**config.mk**
```make
export PLATFORM = sky130hd
export DESIGN_NAME = tdms_top
export DESIGN_NICKNAME = d
export VERILOG_FILES = /design/src/rtl/tdms_pkg.sv /design/src/rtl/tdms_top.sv /design/src/rtl/tdms_limit.sv /design/src/rtl/tdms_pi.sv
export VERILOG_INCLUDE_DIRS = /design/src /design/src/rtl
export SDC_FILE = /design/constraint.sdc
export NUM_CORES = 2
export LEC_CHECK = 0
export BUFFER_PORTS_ARGS = -buffer_cell sky130_fd_sc_hd__buf_2
export CAP_MARGIN = 10
export CELL_PAD_IN_SITES_DETAIL_PLACEMENT = 1
export CELL_PAD_IN_SITES_GLOBAL_PLACEMENT = 2
export CORE_MARGIN = 2
export CORE_UTILIZATION = 42
export DETAILED_ROUTE_END_ITERATION = 10
export PLACE_DENSITY_LB_ADDON = 0.1
export REMOVE_ABC_BUFFERS = 1
export SYNTH_ARGS = -nofsm -noshare
export SYNTH_HDL_FRONTEND = slang
export SYNTH_SLANG_ARGS = --single-unit
export TNS_END_PERCENT = 5
```
**constraint.sdc**
```tcl
create_clock -name i_clk -period 24.3 [get_ports i_clk]
set_clock_uncertainty 0.15 [all_clocks]
set_input_delay 4.86 -clock i_clk [delete_from_list [all_inputs] [get_ports i_clk]]
set_output_delay 4.86 -clock i_clk [all_outputs]
set_load 0.01 [all_outputs]
```
**src/rtl/tdms_defs.svh**
```systemverilog
// constants for the torque demand and mode select block
`ifndef TDMS_DEFS_SVH
`define TDMS_DEFS_SVH

// register offsets, byte addresses
`define TDMS_ADDR_W 8
`define TDMS_OFS_TORQUE_REF 8'h00
`define TDMS_OFS_TORQUE_OFS 8'h04
`define TDMS_OFS_OFS_ENABLE 8'h08
`define TDMS_OFS_MODE_SEL 8'h0c
`define TDMS_OFS_CONTROL 8'h10
`define TDMS_OFS_MOT_LIMIT 8'h14
`define TDMS_OFS_REGEN_LIMIT 8'h18
`define TDMS_OFS_SYM_LIMIT 8'h1c
`define TDMS_OFS_FREQ_MAX 8'h20
`define TDMS_OFS_KP 8'h24
`define TDMS_OFS_KI 8'h28
`define TDMS_OFS_DEMAND 8'h2c
`define TDMS_OFS_STATUS 8'h30
`define TDMS_OFS_FREQ_REF 8'h34

// control register fields
`define TDMS_CTL_RFC 0
`define TDMS_CTL_ANALOG 1
`define TDMS_CTL_STOP_LO 2
`define TDMS_CTL_STOP_HI 3

// reset values
`define TDMS_RST_TORQUE_REF 16'h0000
`define TDMS_RST_TORQUE_OFS 16'h0000
`define TDMS_RST_OFS_ENABLE 1'b0
`define TDMS_RST_MODE_SEL 1'b0
`define TDMS_RST_LIMIT 16'h7fff
`define TDMS_RST_FREQ_MAX 16'h7fff
`define TDMS_RST_KP 16'h0014
`define TDMS_RST_KI 16'h0028

// background tick and loop scaling
`define TDMS_TICK_MS 4
`define TDMS_CLK_MHZ 250
`define TDMS_KP_SHIFT 8
`define TDMS_KI_SHIFT 16

`endif

```
**src/rtl/tdms_pkg.sv**
```systemverilog
// types for the torque demand and mode select block
package tdms_pkg;

  typedef enum logic [1:0] {
    TDMS_STOP_COAST = 2'b00,
    TDMS_STOP_RAMP = 2'b01,
    TDMS_STOP_NO_RAMP = 2'b10
  } tdms_stop_t;

  typedef enum logic [1:0] {
    TDMS_ST_IDLE = 2'b00,
    TDMS_ST_RUN = 2'b01,
    TDMS_ST_STOP = 2'b10
  } tdms_state_t;

  // software-written configuration
  typedef struct packed {
    logic [15:0] torque_reference_value;
    logic [15:0] torque_offset_value;
    logic torque_offset_enable;
    logic torque_mode_selector;
    logic rotor_flux_control_mode;
    logic offset_from_analog;
    tdms_stop_t stop_mode;
    logic [15:0] mot_limit;
    logic [15:0] regen_limit;
    logic [15:0] sym_limit;
    logic [15:0] max_speed_frequency_limit;
    logic [15:0] kp;
    logic [15:0] ki;
  } tdms_cfg_t;

  // values taken on the background tick
  typedef struct packed {
    logic [15:0] torque_ref;
    logic [15:0] torque_ofs;
    logic ofs_enable;
    logic mode_sel;
  } tdms_sample_t;

endpackage

```
**src/rtl/tdms_top.sv**
```systemverilog
// Summary of operation
// - motoring limit applies both directions when motoring
// - regen limit applies both directions when regenerating
// - lower symmetrical limit replaces larger limit
// - offset added only when offset enable set
// - analog offset refreshed once per 4 ms
// - open loop, selector 0: normal frequency path
// - open loop, selector 1: current pi control
// - pi sum of error terms forms frequency reference
// - pi output clamped to max speed frequency
// - rotor flux torque mode bypasses ramps while running
// - leaving run undisabled starts configured stop mode
// - rotor flux torque mode ramp stop preloads ramp with measured speed
// - speed mode: demand is speed loop output
// - torque mode: reference plus enabled offset
`timescale 1ns/1ps
`include "tdms_defs.svh"
module tdms_top #(
  parameter int unsigned TICK_CYCLES = `TDMS_TICK_MS * 1000 * `TDMS_CLK_MHZ
) (
  // clock and reset
  input wire logic i_clk,
  input wire logic i_rst,
  // register port
  input wire logic [`TDMS_ADDR_W-1:0] i_addr,
  input wire logic [31:0] i_wdata,
  input wire logic i_wr,
  input wire logic i_rd,
  output logic [31:0] o_rdata,
  // drive state and measurements
  input wire logic i_run,
  input wire logic i_disabled,
  input wire logic i_stopped,
  input wire logic i_regen,
  input wire logic signed [15:0] i_speed_loop_out,
  input wire logic signed [15:0] i_measured_speed,
  input wire logic signed [15:0] i_active_current,
  input wire logic signed [15:0] i_analog_offset,
  input wire logic signed [15:0] i_ramp_freq,
  // demands
  output logic signed [15:0] o_torque_demand,
  output logic signed [15:0] o_current_demand,
  output logic [15:0] o_current_limit,
  output logic signed [15:0] o_freq_ref,
  // ramp and stop control
  output logic o_ramp_bypass,
  output logic o_stop_start,
  output logic [1:0] o_stop_mode,
  output logic o_ramp_preload,
  output logic signed [15:0] o_ramp_preload_value
);
  tdms_pkg::tdms_cfg_t cfg_q;
  tdms_pkg::tdms_cfg_t cfg_d;
  tdms_pkg::tdms_sample_t smp_q;
  tdms_pkg::tdms_sample_t smp_d;
  tdms_pkg::tdms_state_t st_q;
  tdms_pkg::tdms_state_t st_d;
  logic [31:0] tick_cnt_q;
  logic [31:0] tick_cnt_d;
  logic tick;
  logic [31:0] rdata_d;
  logic signed [15:0] demand_d;
  logic signed [15:0] cur_d;
  logic signed [15:0] clamped;
  logic [15:0] limit;
  logic signed [15:0] pi_freq;
  logic signed [15:0] freq_d;
  logic signed [16:0] torque_sum;
  logic signed [15:0] ofs_term;
  logic signed [16:0] cur_err;
  logic signed [15:0] err_sat;
  logic pi_en;
  logic bypass_d;
  logic stop_start_d;
  logic preload_d;
  logic [1:0] stop_mode_d;
  logic signed [15:0] preload_val_d;
  logic torque_mode;

  // background tick; a shortened parameter speeds simulation
  always_comb begin
    tick = (tick_cnt_q == 32'(TICK_CYCLES - 1));
    tick_cnt_d = tick ? 32'h00000000 : tick_cnt_q + 32'h00000001;
  end

  // register writes
  always_comb begin
    cfg_d = cfg_q;
    if (i_wr) begin
      case (i_addr)
        `TDMS_OFS_TORQUE_REF: begin
          cfg_d.torque_reference_value = i_wdata[15:0];
        end
        `TDMS_OFS_TORQUE_OFS: begin
          cfg_d.torque_offset_value = i_wdata[15:0];
        end
        `TDMS_OFS_OFS_ENABLE: begin
          cfg_d.torque_offset_enable = i_wdata[0];
        end
        `TDMS_OFS_MODE_SEL: begin
          cfg_d.torque_mode_selector = i_wdata[0];
        end
        `TDMS_OFS_CONTROL: begin
          cfg_d.rotor_flux_control_mode = i_wdata[`TDMS_CTL_RFC];
          cfg_d.offset_from_analog = i_wdata[`TDMS_CTL_ANALOG];
          cfg_d.stop_mode =
            tdms_pkg::tdms_stop_t'(i_wdata[`TDMS_CTL_STOP_HI:`TDMS_CTL_STOP_LO]);
        end
        `TDMS_OFS_MOT_LIMIT: begin
          cfg_d.mot_limit = i_wdata[15:0];
        end
        `TDMS_OFS_REGEN_LIMIT: begin
          cfg_d.regen_limit = i_wdata[15:0];
        end
        `TDMS_OFS_SYM_LIMIT: begin
          cfg_d.sym_limit = i_wdata[15:0];
        end
        `TDMS_OFS_FREQ_MAX: begin
          cfg_d.max_speed_frequency_limit = i_wdata[15:0];
        end
        `TDMS_OFS_KP: begin
          cfg_d.kp = i_wdata[15:0];
        end
        `TDMS_OFS_KI: begin
          cfg_d.ki = i_wdata[15:0];
        end
        default: begin
          cfg_d = cfg_q;
        end
      endcase
    end
  end

  // register reads, data one cycle after the strobe
  always_comb begin
    rdata_d = 32'h00000000;
    if (i_rd) begin
      case (i_addr)
        `TDMS_OFS_TORQUE_REF: rdata_d = {16'h0000, cfg_q.torque_reference_value};
        `TDMS_OFS_TORQUE_OFS: rdata_d = {16'h0000, cfg_q.torque_offset_value};
        `TDMS_OFS_OFS_ENABLE: rdata_d = {31'h00000000, cfg_q.torque_offset_enable};
        `TDMS_OFS_MODE_SEL: rdata_d = {31'h00000000, cfg_q.torque_mode_selector};
        `TDMS_OFS_CONTROL: rdata_d = {28'h0000000, cfg_q.stop_mode,
          cfg_q.offset_from_analog, cfg_q.rotor_flux_control_mode};
        `TDMS_OFS_MOT_LIMIT: rdata_d = {16'h0000, cfg_q.mot_limit};
        `TDMS_OFS_REGEN_LIMIT: rdata_d = {16'h0000, cfg_q.regen_limit};
        `TDMS_OFS_SYM_LIMIT: rdata_d = {16'h0000, cfg_q.sym_limit};
        `TDMS_OFS_FREQ_MAX: rdata_d = {16'h0000, cfg_q.max_speed_frequency_limit};
        `TDMS_OFS_KP: rdata_d = {16'h0000, cfg_q.kp};
        `TDMS_OFS_KI: rdata_d = {16'h0000, cfg_q.ki};
        `TDMS_OFS_DEMAND: rdata_d = {o_current_demand, o_torque_demand};
        `TDMS_OFS_STATUS: rdata_d = {13'h0000, o_current_limit, st_q, o_ramp_bypass};
        `TDMS_OFS_FREQ_REF: rdata_d = {16'h0000, o_freq_ref};
        default: rdata_d = 32'h00000000;
      endcase
    end
  end

  // torque reference, offset, offset enable and mode selector take effect at the tick, so a write to them lands up to 4 ms late
  always_comb begin
    smp_d = smp_q;
    if (tick) begin
      smp_d.torque_ref = cfg_q.torque_reference_value;
      smp_d.torque_ofs = cfg_q.offset_from_analog ? i_analog_offset
                                                  : cfg_q.torque_offset_value;
      smp_d.ofs_enable = cfg_q.torque_offset_enable;
      smp_d.mode_sel = cfg_q.torque_mode_selector;
    end
  end

  // torque demand selection
  always_comb begin
    torque_mode = smp_q.mode_sel;
    ofs_term = smp_q.ofs_enable ? signed'(smp_q.torque_ofs) : 16'sh0000;
    torque_sum = 17'(signed'(smp_q.torque_ref)) + 17'(ofs_term);
    if (!torque_mode) begin
      demand_d = i_speed_loop_out;
    end else if (torque_sum > 17'sh07fff) begin
      demand_d = 16'sh7fff;
    end else if (torque_sum < -17'sh08000) begin
      demand_d = -16'sh8000;
    end else begin
      demand_d = 16'(torque_sum);
    end
    cur_d = clamped;
  end

  tdms_limit u_limit (
    .i_mot_limit(cfg_q.mot_limit),
    .i_regen_limit(cfg_q.regen_limit),
    .i_sym_limit(cfg_q.sym_limit),
    .i_regen(i_regen),
    .i_demand(o_torque_demand),
    .o_limit(limit),
    .o_clamped(clamped)
  );

  // open-loop current control
  always_comb begin
    pi_en = !cfg_q.rotor_flux_control_mode && torque_mode;
    cur_err = 17'(o_current_demand) - 17'(i_active_current);
    if (cur_err > 17'sh07fff) begin
      err_sat = 16'sh7fff;
    end else if (cur_err < -17'sh08000) begin
      err_sat = -16'sh8000;
    end else begin
      err_sat = 16'(cur_err);
    end
    freq_d = pi_en ? pi_freq : i_ramp_freq;
  end

  tdms_pi u_pi (
    .i_clk(i_clk),
    .i_rst(i_rst),
    .i_enable(pi_en),
    .i_error(err_sat),
    .i_kp(cfg_q.kp),
    .i_ki(cfg_q.ki),
    .i_fmax(cfg_q.max_speed_frequency_limit),
    .o_freq(pi_freq)
  );

  // run and stop sequencing in every mode, with ramp bypass and preload for the rotor-flux path
  always_comb begin
    st_d = st_q;
    stop_start_d = 1'b0;
    preload_d = 1'b0;
    stop_mode_d = o_stop_mode;
    preload_val_d = o_ramp_preload_value;
    case (st_q)
      tdms_pkg::TDMS_ST_IDLE: begin
        if (i_run && !i_disabled) begin
          st_d = tdms_pkg::TDMS_ST_RUN;
        end
      end
      tdms_pkg::TDMS_ST_RUN: begin
        if (i_disabled) begin
          st_d = tdms_pkg::TDMS_ST_IDLE;
        end else if (!i_run) begin
          st_d = tdms_pkg::TDMS_ST_STOP;
          stop_start_d = 1'b1;
          stop_mode_d = cfg_q.stop_mode;
          // coast or no-ramp is preferred; ramp stop needs a bumpless start
          if (cfg_q.rotor_flux_control_mode && torque_mode &&
              cfg_q.stop_mode == tdms_pkg::TDMS_STOP_RAMP) begin
            preload_d = 1'b1;
            preload_val_d = i_measured_speed;
          end
        end
      end
      tdms_pkg::TDMS_ST_STOP: begin
        if (i_disabled || i_stopped) begin
          st_d = tdms_pkg::TDMS_ST_IDLE;
        end else if (i_run) begin
          st_d = tdms_pkg::TDMS_ST_RUN;
        end
      end
      default: begin
        st_d = tdms_pkg::TDMS_ST_IDLE;
      end
    endcase
    bypass_d = cfg_q.rotor_flux_control_mode && torque_mode &&
               (st_d == tdms_pkg::TDMS_ST_RUN);
  end

  always_ff @(posedge i_clk) begin
    if (i_rst) begin
      tick_cnt_q <= 32'h00000000;
      cfg_q.torque_reference_value <= `TDMS_RST_TORQUE_REF;
      cfg_q.torque_offset_value <= `TDMS_RST_TORQUE_OFS;
      cfg_q.torque_offset_enable <= `TDMS_RST_OFS_ENABLE;
      cfg_q.torque_mode_selector <= `TDMS_RST_MODE_SEL;
      cfg_q.rotor_flux_control_mode <= 1'b0;
      cfg_q.offset_from_analog <= 1'b0;
      cfg_q.stop_mode <= tdms_pkg::TDMS_STOP_COAST;
      cfg_q.mot_limit <= `TDMS_RST_LIMIT;
      cfg_q.regen_limit <= `TDMS_RST_LIMIT;
      cfg_q.sym_limit <= `TDMS_RST_LIMIT;
      cfg_q.max_speed_frequency_limit <= `TDMS_RST_FREQ_MAX;
      cfg_q.kp <= `TDMS_RST_KP;
      cfg_q.ki <= `TDMS_RST_KI;
      smp_q.torque_ref <= `TDMS_RST_TORQUE_REF;
      smp_q.torque_ofs <= `TDMS_RST_TORQUE_OFS;
      smp_q.ofs_enable <= `TDMS_RST_OFS_ENABLE;
      smp_q.mode_sel <= `TDMS_RST_MODE_SEL;
      st_q <= tdms_pkg::TDMS_ST_IDLE;
      o_rdata <= 32'h00000000;
      o_torque_demand <= 16'sh0000;
      o_current_demand <= 16'sh0000;
      o_current_limit <= 16'h0000;
      o_freq_ref <= 16'sh0000;
      o_ramp_bypass <= 1'b0;
      o_stop_start <= 1'b0;
      o_stop_mode <= 2'b00;
      o_ramp_preload <= 1'b0;
      o_ramp_preload_value <= 16'sh0000;
    end else begin
      tick_cnt_q <= tick_cnt_d;
      cfg_q <= cfg_d;
      smp_q <= smp_d;
      st_q <= st_d;
      o_rdata <= rdata_d;
      o_torque_demand <= demand_d;
      o_current_demand <= cur_d;
      o_current_limit <= limit;
      o_freq_ref <= freq_d;
      o_ramp_bypass <= bypass_d;
      o_stop_start <= stop_start_d;
      o_stop_mode <= stop_mode_d;
      o_ramp_preload <= preload_d;
      o_ramp_preload_value <= preload_val_d;
    end
  end
endmodule

```
**src/rtl/tdms_limit.sv**
```systemverilog
// current limit selection and demand clamp
`timescale 1ns/1ps
`include "tdms_defs.svh"
module tdms_limit (
  // limits, unsigned magnitudes
  input wire logic [15:0] i_mot_limit,
  input wire logic [15:0] i_regen_limit,
  input wire logic [15:0] i_sym_limit,
  // operating quadrant and demand
  input wire logic i_regen,
  input wire logic signed [15:0] i_demand,
  // results
  output logic [15:0] o_limit,
  output logic signed [15:0] o_clamped
);
  logic [15:0] dir_lim;
  logic signed [16:0] pos;
  logic signed [16:0] neg;

  always_comb begin
    // quadrant picks the limit, direction of rotation does not matter
    dir_lim = i_regen ? i_regen_limit : i_mot_limit;
    o_limit = (i_sym_limit < dir_lim) ? i_sym_limit : dir_lim;
    pos = signed'({1'b0, o_limit});
    neg = -pos;
    if (17'(i_demand) > pos) begin
      o_clamped = 16'(pos);
    end else if (17'(i_demand) < neg) begin
      o_clamped = 16'(neg);
    end else begin
      o_clamped = i_demand;
    end
  end
endmodule

```
**src/rtl/tdms_pi.sv**
```systemverilog
// current pi controller producing a clamped frequency reference
`timescale 1ns/1ps
`include "tdms_defs.svh"
module tdms_pi (
  // clock and reset
  input wire logic i_clk,
  input wire logic i_rst,
  // control
  input wire logic i_enable,
  input wire logic signed [15:0] i_error,
  input wire logic [15:0] i_kp,
  input wire logic [15:0] i_ki,
  input wire logic [15:0] i_fmax,
  // result
  output logic signed [15:0] o_freq
);
  logic signed [31:0] integ_q;
  logic signed [31:0] integ_d;
  logic signed [15:0] freq_d;
  logic signed [32:0] prop;
  logic signed [32:0] incr;
  logic signed [33:0] sum;
  logic signed [33:0] lim;

  always_comb begin
    prop = (33'(i_error) * signed'({17'h00000, i_kp})) >>> `TDMS_KP_SHIFT;
    incr = (33'(i_error) * signed'({17'h00000, i_ki})) >>> `TDMS_KI_SHIFT;
    lim = signed'({18'h00000, i_fmax});
    sum = 34'(prop) + 34'(integ_q);
    integ_d = integ_q;
    freq_d = o_freq;
    if (!i_enable) begin
      integ_d = 32'h00000000;
      freq_d = 16'h0000;
    end else begin
      // integrator held at the clamp so it cannot wind up
      if ((sum < lim) && (sum > -lim)) begin
        integ_d = 32'(34'(integ_q) + 34'(incr));
      end
      if (sum > lim) begin
        freq_d = 16'(lim);
      end else if (sum < -lim) begin
        freq_d = 16'(-lim);
      end else begin
        freq_d = 16'(sum);
      end
    end
  end

  always_ff @(posedge i_clk) begin
    if (i_rst) begin
      integ_q <= 32'h00000000;
      o_freq <= 16'h0000;
    end else begin
      integ_q <= integ_d;
      o_freq <= freq_d;
    end
  end
endmodule

```
==> flow_metrics.tcl <==
set metrics [dict create \
    cts.hold.buffers_added 0 \
    synth.mux.area_fraction_pct 2.868 \
    synth_simple_gate_area_share_pct 19.79 \
    timing.final.hold_violations 0 \
    arrival_time_of_data_at_the_critical_path_endpoint_ns 20.17 \
    core_area_um2 93470 \
    postCtsResizedCells 0 \
    final_layout_size_suffix_gt1_share_pct 9.658 \
    power_density_nw_per_um2 80.20 \
    seq_area_um2 7347 \
    floorplan.die.width_um 311.3 \
    reg2reg_depth 50 \
    fp.dieArea_um2 96900 \
    drtPass1Iterations 7 \
    grtUsageTotal_pct 29.08 \
    dp_worst_setup_slack_ns 3.966 \
    critical_path_peak_fanout 35 \
    gp_congestion 0.8875 \
    vias 34560 \
    drc 0 \
    grt_antenna_before_repair 14 \
    portBuffers 228 \
    timing.hold.worst.start "u_pi.o_freq[5]$_SDFF_PP0_" \
    synth_cell_types 89 \
    first_iter_violations 2180 \
    period_share_pct 81.33 \
    num-nets-final 5836 \
    grt.overflow.total 0 \
    area_fraction_in_compound_gates_after_synthesis_pct 13.79 \
    synthAdderAreaFrac_pct 33.43 \
    vias_per_cell 5.593 \
    fillerInstances 11370 \
    critical_path.endpoint_type "register" \
    wirelength_mm 140.7 \
    initial_utilization_pct 42.43 \
    report.final.slew_viol_count 0 \
    cts_max_path_buffers 3 \
    clock_tree.htree_level_count 2 \
    number_of_clock_sinks 367 \
    multi_input_area_um2 29280 \
    rsz_0062_raised_after_global_routing "false" \
    ioPinCount 245 \
    grt_start_max_net_pins 73 \
    dominantRegCellSynth "dfxtp_1" \
    postLayoutCoreUtil_pct 46.77 \
    worstHoldEndpoint "o_freq_ref[5]$_SDFF_PP0_" \
    syn_avg_cell_area_um2 8.322 \
    worst-endpoint-required_ns 24.71 \
    post-route-worst-setup-slack_ns 4.536 \
    setup-violations-final 0 \
    final_antenna_net_count 0 \
    yosys_register_bits 367 \
    achievable-frequency_mhz 50.60 \
    cap_viol_max_count 0 \
    synthesis.instances 4766 \
    grt_pass1_vias 36290 \
    critical-path-slowest-cell "a2111oi_1" \
    headroom_to_the_max_slew_limit_pct 18.28 \
    slowest_delay_ns 0.96 \
    clk_pin_slew_ns 0.06 \
    insertion_delay_ns 0.63 \
    run_status "completed" \
    placementRows 112 \
    cts_root_buffer "clkbuf_16" \
    max_slew.worst_pin.slew_ns 1.223 \
    post-cts-setup-buffer-count 0 \
    synth-warning-count 0 \
    wire_length_of_the_first_global_routing_pass_mm 218.3 \
    crit-reg2reg-launch "o_current_demand[0]$_SDFF_PP0_" \
    mappedNetlistArea_um2 39660 \
    wl_per_cell_um 22.77 \
    r2r_setup_slack_ns 8.43 \
    fin_tns_setup_ns 0 \
    cts_inserted_buffers 45 \
    place.detailed.hpwl_mm 107.2 \
    min-delay-path-class "register to register" \
    yosys.area_share.xor_xnor_pct 3.710 \
    power_leakage_nw 20.61 \
    die_h_um 311.3 \
    tritoncts "yes" \
    max-vdd-ir-drop_uv 59.95 \
    crit_path_frequent_cell "fa_1" \
    reg2reg_to "u_pi.integ_q[31]$_SDFFE_PP0P_" \
    synth_top_family_by_area "adder cells" \
    timing.final.crit_period_ns 19.76 \
    setup.worst_path.start_class "input pin" \
    synth-async-reset-ratio_pct 0 \
    yosysSeqAreaShare_pct 18.52 \
    critPathKind "input pin to register" \
    worst_hold_path.num_cells 2 \
    areaGrowthSynthToFinish_pct 10.23 \
    synth_edf_count 0 \
]
[synth_stat cells (9+ instances only)]
master,number,area share [%]
mux2_2,13,0.37
a21oi_1,295,3.7
or3_1,16,0.25
o21ai_1,19,0.24
nand4_1,41,0.65
and2_1,271,4.3
o21ai_0,113,1.4
nand3_1,108,1.4
nor3_1,51,0.64
o221a_2,15,0.43
a21boi_0,9,0.17
xnor2_1,98,2.2
nor2_1,301,2.8
a221oi_1,18,0.40
nor2b_1,26,0.41
mux2i_1,99,2.5
nor4_1,21,0.33
or2_2,30,0.47
inv_1,572,5.4
a211oi_1,41,0.78
buf_4,13,0.25
a21o_1,68,1.3
a31oi_1,18,0.28
a222oi_1,12,0.30
xor2_1,70,1.5
nand2b_1,37,0.58
fa_1,390,20
a22o_1,17,0.38
nand2_1,646,6.1
and3_1,59,0.93
o2111ai_1,11,0.24
clkbuf_1,207,2.0
o21a_1,37,0.70
ha_1,433,14
o21bai_1,15,0.28
o211ai_1,31,0.59
a22oi_1,45,0.85
dfxtp_1,367,19
[registers in the layout, indices dropped and copies added (netlist names), 32 cells and up]
name and flops:
smp_q 33, tick_cnt_q 32, u_pi.integ_q 32, cfg_q 134, o_rdata 32
[logic make-up (layout without fill, tap and decap cells)]
kind of cell / Yosys count / count (layout)
multiplexers: 112 / 112
AO/OA/AOI/OAI: 836 / 836
XOR/XNOR: 168 / 168
adder cells (fa/ha/maj): 826 / 826
AND/OR/NAND/NOR: 1647 / 1647
other: 0 / 7
buffers and inverters: 810 / 962
flip-flops: 367 / 367
[stage by stage]
step	power (mW)	area [um^2]	instances	hold WS (ns)
global placement	2.721	42090	6092	0.2798
CTS	3.528	43700	6172	0.2935
detailed placement	2.761	42090	6092	0.2849
floorplan	2.044	38690	4531	0.2613
global route	3.806	43700	6173	0.3134
finish	3.507	43720	6179	0.2913
[cell usage in the layout (no fill, tap or decap), types with 59 or more instances in the layout]
cell and n:
o21ai_0 108, and2_1 271, nor2_1 297, inv_1 572, xnor2_1 98, nand2_1 646, buf_4 79, a21oi_1 286
fa_1 390, buf_2 227, nand3_1 108, mux2i_1 99, dfxtp_1 367, a21o_1 68, and3_1 59, ha_1 433
xor2_1 70
[how the worst max path moves through the flow]
stage,from,to,slack [ns],cells after the start
after detailed placement,i_active_current[0],u_pi.integ_q[31]$_SDFFE_PP0P_,3.97,50
after CTS,i_active_current[0],u_pi.integ_q[31]$_SDFFE_PP0P_,4.58,50
after floorplan,i_active_current[0],u_pi.integ_q[31]$_SDFFE_PP0P_,6.19,45
final,i_active_current[0],u_pi.integ_q[31]$_SDFFE_PP0P_,4.54,50
after global placement,i_active_current[0],u_pi.integ_q[31]$_SDFFE_PP0P_,4.24,50
after global routing,i_active_current[0],u_pi.integ_q[31]$_SDFFE_PP0P_,3.45,50
[area by class of cell]
type                       count  share of cell area [%]
inverter                     575                   4.937
clock buffer                  64                   2.945
tap                         1254                   3.589
timing repair buffer         307                   3.981
sequential                   367                   16.81
multi-input combinational   3589                   66.97
antenna                        7                 0.04007
clock inverter                16                  0.7384
[power breakdown]
part           internal (mW)  switching (mW)  leakage [nW]  total, mW
sequential             0.609          0.0142          2.98      0.623
clock                  0.446           0.300         0.782      0.746
combinational          0.779            1.36          16.9       2.14
[worst max-delay path: cells and delay by family]
kind	cells	cell delay, ns
and+or+nand+nor	12	2.83
muxes	2	0.46
buffers and inverters	6	0.94
xor gates and xnor gates	1	0.18
AOI/OAI and AO/OA	17	6.03
adders and majority gates	12	4.83
[metal layers]
metal	global-route usage, %	wire length, um	vias up
met4	7.400	3649	6
met3	4.665	8092	197
li1	-	-	16080
met5	0	35	-
met1	40.03	64250	17420
met2	47.44	64670	858
No activity file was read; power rests on OpenSTA's default activity.
